## src/shared/pwrsc_pkg.sv

```systemverilog
// Package of constants for the power and system control register block
// Behaviour
// - Four retention bits, one per RAM bank; set keeps bank, clear gates.
// - Force-boost bit 7 and force-buck bit 6 set converter mode at wakeup.
// - Boost wins when both set; after first write setting either, both force bits freeze.
// - Radio-sleep bit 2, reset one, holds digital radio powered down.
// - Peripheral-sleep bit 1, reset one, holds peripheral domain down.
// - Reset-after-wakeup bit 0 causes full hardware reset on waking.
// - Two-bit divider divides bus clock while mirroring runs.
// - Writing one to bit 15 resets device; system control and frequency trim kept.
// - Power sequencer proceeds after 2 ms unless timeout-disable bit 9 set.
// - Debug pins go to debugger only while debugger-enable bit 7 set.
// - Bit 6 of system control drives OTP controller reset request.
// - Pad-latch bit 5, reset one: zero freezes pad controls, one transparent.
// - Copy-enable bit 4 starts OTP-to-RAM copy after system domain wakes.
// - Bit 3 picks slow clock: zero RC oscillator, one crystal.
// - Emulation bit with copy enable spends full copy time without writing.
// - Two-bit remap field selects memory mapped at execution address zero.
// - Crystal-stable flag bit 7 set after more than 2 ms settling.
// - Trimmed flag bit 6, reset one, shows applied trim equals programmed.
// - Up and down flags for debug, peripheral, radio; downs reset to one.
// - Trim delay field, 250 us steps, reset 0xA, between enable and trim.
// - Settle field, 250 us steps, reset 0x2, after trim before stable flag.
package pwrsc_pkg;
    localparam logic [31:0] ADDR_PMU   = 32'h5000_0010;
    localparam logic [31:0] ADDR_SYS   = 32'h5000_0012;
    localparam logic [31:0] ADDR_STAT  = 32'h5000_0014;
    localparam logic [31:0] ADDR_TRIM  = 32'h5000_0016;
    localparam logic [31:0] ADDR_FTRIM = 32'h5000_0018;
    // Writable masks of the PMU, system control and trim registers
    localparam logic [15:0] PMU_MASK   = 16'h0FF7;
    localparam logic [15:0] SYS_MASK   = 16'h02FF;
    localparam logic [15:0] TRIM_MASK  = 16'h00FF;
    localparam logic [15:0] PMU_RST    = 16'h0006;
    localparam logic [15:0] SYS_RST    = 16'h0020;
    localparam logic [15:0] TRIM_RST   = 16'h00A2;
    localparam logic [15:0] FTRIM_RST  = 16'h0000;
    localparam int BIT_SWRST    = 15;
    localparam int BIT_BOOST    = 7;
    localparam int BIT_BUCK     = 6;
    // Time base: 40 MHz clock
    localparam int CLK_MHZ      = 40;
    localparam int STEP_US      = 250;
    localparam int STEP_CYC     = STEP_US * CLK_MHZ;
    localparam int TMO_US       = 2000;
    localparam int TMO_CYC      = TMO_US * CLK_MHZ;
    localparam int SETTLE_US    = 2000;
    localparam int SETTLE_CYC   = SETTLE_US * CLK_MHZ;
    localparam int SWRST_CYC    = 4;
    typedef enum logic [2:0] {
        PWRSC_SLEEP  = 3'b000,
        PWRSC_START  = 3'b001,
        PWRSC_COPY   = 3'b010,
        PWRSC_RUN    = 3'b011,
        PWRSC_WRST   = 3'b100
    } pwrsc_state_e;
endpackage

```

## src/rtl/pwrsc_top.sv

```systemverilog
// Power-management and system-control register block with wakeup sequencer
//
// The implementer's own choice: the address-and-strobe port.
`timescale 1ns/1ps
`default_nettype none
module pwrsc_top
    import pwrsc_pkg::*;
#(
    parameter int TMO_CYCLES    = TMO_CYC,
    parameter int SETTLE_CYCLES = SETTLE_CYC
) (
    // Clock and reset
    input  wire logic        MCLK,
    input  wire logic        NRST,
    // Register port
    input  wire logic [31:0] ADDR,
    input  wire logic [15:0] WDATA,
    input  wire logic        WR,
    input  wire logic        RD,
    output logic      [15:0] RDATA,
    // Power events
    input  wire logic        SLEEP_REQ,
    input  wire logic        WAKE_EVENT,
    input  wire logic        BLOCKS_READY,
    input  wire logic        COPY_DONE,
    input  wire logic        XTAL_ENABLE,
    input  wire logic [15:0] APPLIED_TRIM,
    input  wire logic        DBG_DOMAIN_UP,
    // Outputs to the system
    output logic      [3:0]  RAM_RETAIN,
    output logic             DCDC_BOOST,
    output logic             DCDC_BUCK,
    output logic             RADIO_OFF,
    output logic             PERIPHERAL_DOMAIN_OFF,
    output logic             SYSTEM_RESET_N,
    output logic      [1:0]  MIRROR_CLK_DIV,
    output logic             MIRROR_ACTIVE,
    output logic             MIRROR_WRITE_EN,
    output logic             DEBUG_PINS_TO_DBG,
    output logic             OTP_CTRL_RESET_REQUEST,
    output logic             PAD_LATCH_OPEN,
    output logic             SLOW_CLOCK_PICK,
    output logic      [1:0]  BOOT_REGION_SELECT,
    output logic             TRIM_APPLY,
    output logic      [15:0] CRYSTAL_FREQUENCY_TRIM
);
    logic [15:0] pmu, sys, trim, ftrim, rdata;
    logic [15:0] next_pmu, next_sys, next_trim, next_ftrim, next_rdata;
    logic        force_lock, next_force_lock;
    logic        dom_rst_n;
    logic [2:0]  swrst_cnt, next_swrst_cnt;
    pwrsc_state_e state, next_state;
    logic [31:0] tmo, next_tmo;
    logic        boost, buck, next_boost, next_buck;
    logic        trim_start, trim_done, settle_done;
    logic        settle_start, trim_done_q, next_trim_done_q;
    logic        xtal_q, stable, next_stable;
    logic [31:0] age, next_age;
    logic [15:0] stat;

    // ----------------------------------------------------------------
    // Register writes
    // ----------------------------------------------------------------
    always_comb begin
        next_pmu        = pmu;
        next_sys        = sys;
        next_trim       = trim;
        next_ftrim      = ftrim;
        next_force_lock = force_lock;
        next_swrst_cnt  = (swrst_cnt != 3'd0) ? swrst_cnt - 3'd1 : 3'd0;
        if (WR) begin
            case (ADDR)
                ADDR_PMU: begin
                    next_pmu = WDATA & PMU_MASK;
                    // Force bits lock once either has been written as one
                    if (force_lock) begin
                        next_pmu[BIT_BOOST] = pmu[BIT_BOOST];
                        next_pmu[BIT_BUCK]  = pmu[BIT_BUCK];
                    end else if (WDATA[BIT_BOOST] | WDATA[BIT_BUCK]) begin
                        next_force_lock = 1'b1;
                    end
                end
                ADDR_SYS: begin
                    next_sys = WDATA & SYS_MASK;
                    if (WDATA[BIT_SWRST]) begin
                        next_swrst_cnt = 3'(SWRST_CYC);
                    end
                end
                ADDR_TRIM:  next_trim  = WDATA & TRIM_MASK;
                ADDR_FTRIM: next_ftrim = WDATA;
                default: ;
            endcase
        end
    end

    // Software reset clears only the domain-reset registers; system
    // control and the frequency trim live on the power-on reset only.
    always_ff @(posedge MCLK or negedge NRST) begin
        if (!NRST) begin
            sys       <= SYS_RST;
            ftrim     <= FTRIM_RST;
            swrst_cnt <= 3'd0;
        end else begin
            sys       <= next_sys;
            ftrim     <= next_ftrim;
            swrst_cnt <= next_swrst_cnt;
        end
    end

    // Domain reset: power-on, software reset or reset-on-wakeup
    assign dom_rst_n = NRST & (swrst_cnt == 3'd0) &
                       (state != PWRSC_WRST);

    always_ff @(posedge MCLK or negedge dom_rst_n) begin
        if (!dom_rst_n) begin
            pmu        <= PMU_RST;
            trim       <= TRIM_RST;
            force_lock <= 1'b0;
        end else begin
            pmu        <= next_pmu;
            trim       <= next_trim;
            force_lock <= next_force_lock;
        end
    end

    // ----------------------------------------------------------------
    // Power sequencer
    // ----------------------------------------------------------------
    always_comb begin
        next_state = state;
        next_tmo   = tmo;
        next_boost = boost;
        next_buck  = buck;
        case (state)
            PWRSC_SLEEP: begin
                if (WAKE_EVENT) begin
                    next_tmo   = 32'd0;
                    // Converter mode is taken at wakeup, boost first
                    next_boost = pmu[BIT_BOOST];
                    next_buck  = pmu[BIT_BUCK] & ~pmu[BIT_BOOST];
                    next_state = pmu[0] ? PWRSC_WRST : PWRSC_START;
                end
            end
            PWRSC_WRST:  next_state = PWRSC_START;
            PWRSC_START: begin
                next_tmo = tmo + 32'd1;
                if (BLOCKS_READY ||
                    (!sys[9] && tmo >= 32'(TMO_CYCLES - 1))) begin
                    next_state = sys[4] ? PWRSC_COPY : PWRSC_RUN;
                end
            end
            PWRSC_COPY: if (COPY_DONE) next_state = PWRSC_RUN;
            PWRSC_RUN:  if (SLEEP_REQ) next_state = PWRSC_SLEEP;
            default:     next_state = PWRSC_RUN;
        endcase
    end

    always_ff @(posedge MCLK or negedge NRST) begin
        if (!NRST) begin
            state <= PWRSC_RUN;
            tmo   <= 32'd0;
            boost <= 1'b0;
            buck  <= 1'b0;
        end else begin
            state <= next_state;
            tmo   <= next_tmo;
            boost <= next_boost;
            buck  <= next_buck;
        end
    end

    // ----------------------------------------------------------------
    // Crystal trim and settling
    // ----------------------------------------------------------------
    assign trim_start = XTAL_ENABLE & ~xtal_q;
    // Settle wait runs from the moment the trim is applied
    assign settle_start = trim_done & ~trim_done_q;

    pwrsc_step_timer #(.STEP(STEP_CYC)) u_trim_delay (
        .clk   (MCLK),
        .rst_n (NRST),
        .start (trim_start),
        .steps (trim[7:4]),
        .done  (trim_done)
    );

    pwrsc_step_timer #(.STEP(STEP_CYC)) u_settle_delay (
        .clk   (MCLK),
        .rst_n (NRST),
        .start (settle_start),
        .steps (trim[3:0]),
        .done  (settle_done)
    );

    // Stable only after the trim wait, the settle wait and the 2 ms floor
    always_comb begin
        next_age    = age;
        next_stable = stable;
        // Cleared on a new enable so a stale done still gives an edge
        next_trim_done_q = trim_start ? 1'b0 : trim_done;
        if (!XTAL_ENABLE) begin
            next_age    = 32'd0;
            next_stable = 1'b0;
        end else begin
            if (age < 32'(SETTLE_CYCLES)) next_age = age + 32'd1;
            if (trim_done && trim_done_q && settle_done &&
                age >= 32'(SETTLE_CYCLES)) next_stable = 1'b1;
        end
    end

    always_ff @(posedge MCLK or negedge NRST) begin
        if (!NRST) begin
            xtal_q      <= 1'b0;
            trim_done_q <= 1'b0;
            age    <= 32'd0;
            stable <= 1'b0;
        end else begin
            xtal_q      <= XTAL_ENABLE;
            trim_done_q <= next_trim_done_q;
            age    <= next_age;
            stable <= next_stable;
        end
    end

    // ----------------------------------------------------------------
    // Status and read port
    // ----------------------------------------------------------------
    always_comb begin
        stat    = 16'h0000;
        stat[7] = stable;
        stat[6] = (APPLIED_TRIM == ftrim);
        stat[5] = DBG_DOMAIN_UP;
        stat[4] = ~DBG_DOMAIN_UP;
        stat[3] = ~pmu[1] & (state != PWRSC_SLEEP);
        stat[2] = ~stat[3];
        stat[1] = ~pmu[2] & (state != PWRSC_SLEEP);
        stat[0] = ~stat[1];
        next_rdata = 16'h0000;
        if (RD) begin
            case (ADDR)
                ADDR_PMU:   next_rdata = pmu;
                ADDR_SYS:   next_rdata = sys;
                ADDR_STAT:  next_rdata = stat;
                ADDR_TRIM:  next_rdata = trim;
                ADDR_FTRIM: next_rdata = ftrim;
                default:    next_rdata = 16'h0000;
            endcase
        end
    end

    always_ff @(posedge MCLK or negedge NRST) begin
        if (!NRST) rdata <= 16'h0000;
        else       rdata <= next_rdata;
    end

    // ----------------------------------------------------------------
    // Outputs
    // ----------------------------------------------------------------
    assign RDATA                  = rdata;
    assign RAM_RETAIN             = pmu[11:8];
    assign DCDC_BOOST             = boost;
    assign DCDC_BUCK              = buck;
    assign RADIO_OFF              = pmu[2];
    assign PERIPHERAL_DOMAIN_OFF  = pmu[1];
    assign SYSTEM_RESET_N         = dom_rst_n;
    assign MIRROR_ACTIVE          = (state == PWRSC_COPY);
    assign MIRROR_CLK_DIV         = MIRROR_ACTIVE ? pmu[5:4] : 2'b00;
    assign MIRROR_WRITE_EN        = MIRROR_ACTIVE & ~sys[2];
    assign DEBUG_PINS_TO_DBG      = sys[7];
    assign OTP_CTRL_RESET_REQUEST = sys[6];
    assign PAD_LATCH_OPEN         = sys[5];
    assign SLOW_CLOCK_PICK        = sys[3];
    assign BOOT_REGION_SELECT     = sys[1:0];
    assign TRIM_APPLY             = trim_done;
    assign CRYSTAL_FREQUENCY_TRIM = ftrim;

    // ----------------------------------------------------------------
    // Checks
    // ----------------------------------------------------------------
    property p_force_lock;
        @(posedge MCLK) disable iff (!dom_rst_n)
        force_lock && WR && ADDR == ADDR_PMU |=> $stable(pmu[7:6]);
    endproperty
    a_force_lock: assert property (p_force_lock) else $error("force bits changed");

    property p_boost_wins;
        @(posedge MCLK) disable iff (!NRST)
        state == PWRSC_SLEEP && WAKE_EVENT && pmu[7] |=> boost && !buck;
    endproperty
    a_boost_wins: assert property (p_boost_wins) else $error("boost lost");

    property p_wake_reset;
        @(posedge MCLK) disable iff (!NRST)
        state == PWRSC_SLEEP && WAKE_EVENT && pmu[0] |=> !SYSTEM_RESET_N;
    endproperty
    a_wake_reset: assert property (p_wake_reset) else $error("no wake reset");

    property p_swrst;
        @(posedge MCLK) disable iff (!NRST)
        WR && ADDR == ADDR_SYS && WDATA[15] |=> !SYSTEM_RESET_N [*4];
    endproperty
    a_swrst: assert property (p_swrst) else $error("software_full_reset short");

    property p_sys_kept;
        @(posedge MCLK) disable iff (!NRST)
        !SYSTEM_RESET_N && !(WR && ADDR == ADDR_SYS) |=> $stable(sys);
    endproperty
    a_sys_kept: assert property (p_sys_kept) else $error("sys lost");

    property p_copy_start;
        @(posedge MCLK) disable iff (!NRST)
        state == PWRSC_START && BLOCKS_READY && sys[4] |=> MIRROR_ACTIVE;
    endproperty
    a_copy_start: assert property (p_copy_start) else $error("no copy");

    property p_emul;
        @(posedge MCLK) disable iff (!NRST)
        MIRROR_ACTIVE && sys[2] |-> !MIRROR_WRITE_EN;
    endproperty
    a_emul: assert property (p_emul) else $error("emulation wrote");

    property p_read_zero;
        @(posedge MCLK) disable iff (!NRST)
        RD && ADDR == ADDR_PMU |=> RDATA[15:12] == 4'h0 && !RDATA[3];
    endproperty
    a_read_zero: assert property (p_read_zero) else $error("unused bit set");

    property p_stable_floor;
        @(posedge MCLK) disable iff (!NRST)
        $rose(stable) |-> age >= 32'(SETTLE_CYCLES) && trim_done;
    endproperty
    a_stable_floor: assert property (p_stable_floor) else $error("early stable");
endmodule
`default_nettype wire

```

## src/rtl/pwrsc_step_timer.sv

```systemverilog
// Step timer counting a programmed number of fixed-length time steps
`timescale 1ns/1ps
`default_nettype none
module pwrsc_step_timer #(
    parameter int STEP = 10000
) (
    input  wire logic       clk,
    input  wire logic       rst_n,
    input  wire logic       start,
    input  wire logic [3:0] steps,
    output logic            done
);
    logic [3:0]  left;
    logic [15:0] sub;
    logic        run;
    logic [3:0]  next_left;
    logic [15:0] next_sub;
    logic        next_run;
    logic        next_done;

    always_comb begin
        next_left = left;
        next_sub  = sub;
        next_run  = run;
        next_done = done;
        if (start) begin
            next_done = (steps == 4'h0);
            next_run  = (steps != 4'h0);
            next_left = steps;
            next_sub  = 16'(STEP - 1);
        end else if (run) begin
            if (sub == 16'h0000) begin
                next_sub = 16'(STEP - 1);
                if (left == 4'h1) begin
                    next_run  = 1'b0;
                    next_done = 1'b1;
                end
                next_left = left - 4'h1;
            end else begin
                next_sub = sub - 16'h0001;
            end
        end
    end

    always_ff @(posedge clk or negedge rst_n) begin
        if (!rst_n) begin
            left <= 4'h0;
            sub  <= 16'h0000;
            run  <= 1'b0;
            done <= 1'b0;
        end else begin
            left <= next_left;
            sub  <= next_sub;
            run  <= next_run;
            done <= next_done;
        end
    end
endmodule
`default_nettype wire

```

## config.mk

```make
export PLATFORM = sky130hd
export DESIGN_NAME = pwrsc_top
export DESIGN_NICKNAME = d
export VERILOG_FILES = /design/src/shared/pwrsc_pkg.sv /design/src/rtl/pwrsc_top.sv /design/src/rtl/pwrsc_step_timer.sv
export SDC_FILE = /design/constraint.sdc
export NUM_CORES = 1
export LEC_CHECK = 0
export ABC_AREA = 1
export BUFFER_PORTS_ARGS = -buffer_cell sky130_fd_sc_hd__buf_2
export CORE_ASPECT_RATIO = 1.5
export CORE_UTILIZATION = 45
export DETAILED_ROUTE_END_ITERATION = 16
export PLACE_DENSITY_LB_ADDON = 0.25
export SYNTH_ARGS = -nofsm -noshare
export SYNTH_HDL_FRONTEND = slang
export SYNTH_SLANG_ARGS = --single-unit
```

## constraint.sdc

```tcl
create_clock -name MCLK -period 3 [get_ports MCLK]
set_input_delay 0.45 -clock MCLK [delete_from_list [all_inputs] [get_ports MCLK]]
set_output_delay 0.45 -clock MCLK [all_outputs]
set_load 0.1 [all_outputs]
```

==> results_dict.tcl <==
set metrics [dict create \
    status "finished, final reports clean" \
    grt_max_degree 161 \
    dr.pass1.iters 5 \
    place_ws_ns 0.7903 \
    synth.avg_cell_area_sq_um 7.938 \
    drive_above_1_share 0.1705 \
    hold_class "input pin to asynchronous set/reset pin" \
    post_cts_buffers 0 \
    dp_cells 1569 \
    grt_pass1_vias 8141 \
    fmax_mhz 433.5 \
    end_kind "primary output" \
    yosysWarnings 0 \
    cts_buffers 17 \
    cp_common_cell "inv_1" \
    rows 64 \
    fin_cells 1601 \
    finalSetupViolCount 0 \
    ys_seq_elements 180 \
    place_hpwl_um 17150 \
    rsz0062_at_grt "no" \
    period_needed_ns 2.307 \
    slew_violations 0 \
    viasPerCell 5.164 \
    crit_fanout 5 \
    worstPathRequired_ns 2.55 \
    cts-htree-levels 4 \
    antenna_found_initial 0 \
    synth_edf_count 0 \
    crit_type "register to primary output" \
    yosys.area.top_type "dfrtp_1" \
    final_core_util 0.5342 \
    dr.first_iter.drc_count 462 \
    synthCells 1202 \
    clkTransAtPathRegs_ns 0.07 \
    hold_ws_ns 0.1644 \
    finalClockSkew_ns 0.01251 \
    cts.sinks 180 \
    arrival_ns 1.86 \
    ctsResizeCount 0 \
    ys_seq_area_frac 0.4731 \
    max_slew_margin 0.4158 \
    vdd_ir_drop_max_mv 0.6777 \
    crit_slowest_cell "dfstp_2" \
    num-fill-cells 1959 \
    ios 126 \
    ant_nets 0 \
    r2r_setup_slack_ns 0.92 \
    core_area_sq_um 20580 \
    startpoint_type "register" \
    clock_latency_ns 0.44 \
    drc_errors 0 \
    synthTopCellsByArea "dfrtp_1 (45%), nand2_1 (10%), nor2_1 (6.5%), inv_1 (6.3%), o21ai_0 (4.1%)" \
    finalWeightedCongestion 0.8714 \
    leakage_nw 5.325 \
    power_density_nw_per_um2 546.4 \
    area_delta_synth_final_pct 15.21 \
    critPathMaxStageDelay_ns 0.57 \
    worstMarginPinSlew_ns 0.8763 \
    die_h_um 180.3 \
    ys_top_cells_by_count "nand2_1 (253), dfrtp_1 (172), nor2_1 (165)" \
    synth_ff_type "dfrtp_1" \
    syn_area_sq_um 9542 \
    cts-root-buf "clkbuf_16" \
    max-cap-violations 0 \
    die-width_um 120.9 \
    setup_ws_ns 0.6930 \
    antenna_cells 0 \
    synth.most_common_cell "nand2_1" \
    ctsHoldBuffers 0 \
    drt_wl_total_um 22830 \
    overflow 0 \
    initial_core_util 0.4636 \
    cp_cell_sequence "inv_1, nor3_4, inv_1, nor2_1, buf_2" \
    finalPower_mw 6.007 \
    syn-num-nets 1289 \
    grt_usage 0.2264 \
    cts_buffer_depth 2 \
    yosysTopAreaCellShare 0.4511 \
    die-area_sq_um 21800 \
    grt_pass1_wl_um 39210 \
    fin_crit_sh 0.7690 \
    yosysUniqueCellTypes 51 \
    final_hold_viol_count 0 \
    cts_tree "built" \
    nNetsFinal 1411 \
    async_flop_share 1.000 \
    routedWlPerCell_um 14.26 \
    vias 8268 \
    port_buffers 125 \
]
-- flip-flops by register name, indices dropped and copies added, names as in the netlist, 3 cells and up --
register and count:
state 3, u_settle_delay.sub 16, RDATA 16, sys 9, swrst_cnt 3, trim 8, u_trim_delay.left 4, u_settle_delay.left 4
age 32, pmu 11, tmo 32, CRYSTAL_FREQUENCY_TRIM 16, u_trim_delay.sub 16
-- power by group --
| part | internal (mW) | leakage (nW) | switching [mW] |
|---|---|---|---|
| logic | 0.310 | 2.71 | 0.824 |
| registers | 2.56 | 2.33 | 0.113 |
| clock network | 1.19 | 0.283 | 1.01 |
-- critical path, delay by kind of cell (launching register included) --
kind	cells	cell delay, ns
flip-flops	1	0.57
AND/OR/NAND/NOR	2	0.22
buffers and inverters	3	0.62
-- worst paths after layout --
path | from | to | depth (start not counted)
max | state[1] | MIRROR_CLK_DIV[0] | 5
min in group MCLK | WDATA[14] | CRYSTAL_FREQUENCY_TRIM[14] | 3
min | NRST | u_settle_delay.sub[7] | 2
max in group asynchronous | swrst_cnt[0] | trim[1] | 5
max reg2reg | u_trim_delay.sub[0] | u_trim_delay.sub[15] | 9
min reg2reg | age[17] | age[17] | 2
-- routing by layer --
layer	global-route usage	share of wire
met2	0.3851	0.51
met1	0.2782	0.42
met5	0	0
met3	0.04114	0.043
met4	0.09728	0.031
-- cell type report --
type                       count  area (sq um)  share of cell area
clock inverter                14         147.6             0.01343
inverter                     167         626.9             0.05702
multi-input combinational    824          4208              0.3828
sequential                   180          4514              0.4107
clock buffer                  18         439.2             0.03995
tap                          264         330.3             0.03005
timing repair buffer         134         726.9             0.06613
-- cells by family after synthesis --
family                   Yosys count  share of synthesized area
XOR/XNOR                          26                    0.02387
AND/OR/NAND/NOR                  620                     0.2986
multiplexers                       4                   0.004196
flip-flops                       180                     0.4731
adder cells (fa/ha/maj)           13                    0.01705
AO/OA/AOI/OAI                    161                    0.09546
buffers and inverters            198                    0.08773
-- through the flow --
step | setup TNS, ns | cell area [sq um]
after floorplan | -0.7163 | 9559
after global placement | 0 | 10410
after detailed placement | 0 | 10410
after CTS | 0 | 10990
after global routing | 0 | 10990
final | 0 | 10990
-- placed cells by master, fill, tap and decap left out, types with 4 or more instances in the layout --
cell	instances
a21oi_1	32
a31oi_1	4
buf_2	123
buf_4	8
clkbuf_16	17
clkinv_4	4
dfrtp_1	172
dfstp_2	8
ha_1	13
inv_1	161
inv_2	4
inv_6	4
mux2i_1	4
nand2_1	253
nand2_2	9
nand3_1	73
nand3b_1	7
nand4_1	46
nor2_1	164
nor2_2	6
nor3_1	31
nor4_1	5
o211ai_1	4
o21ai_0	79
o21ai_1	12
o21ai_2	10
o22ai_1	4
or2_2	4
xnor2_1	18
xor2_1	8
Power figures use the tool's default switching activity.
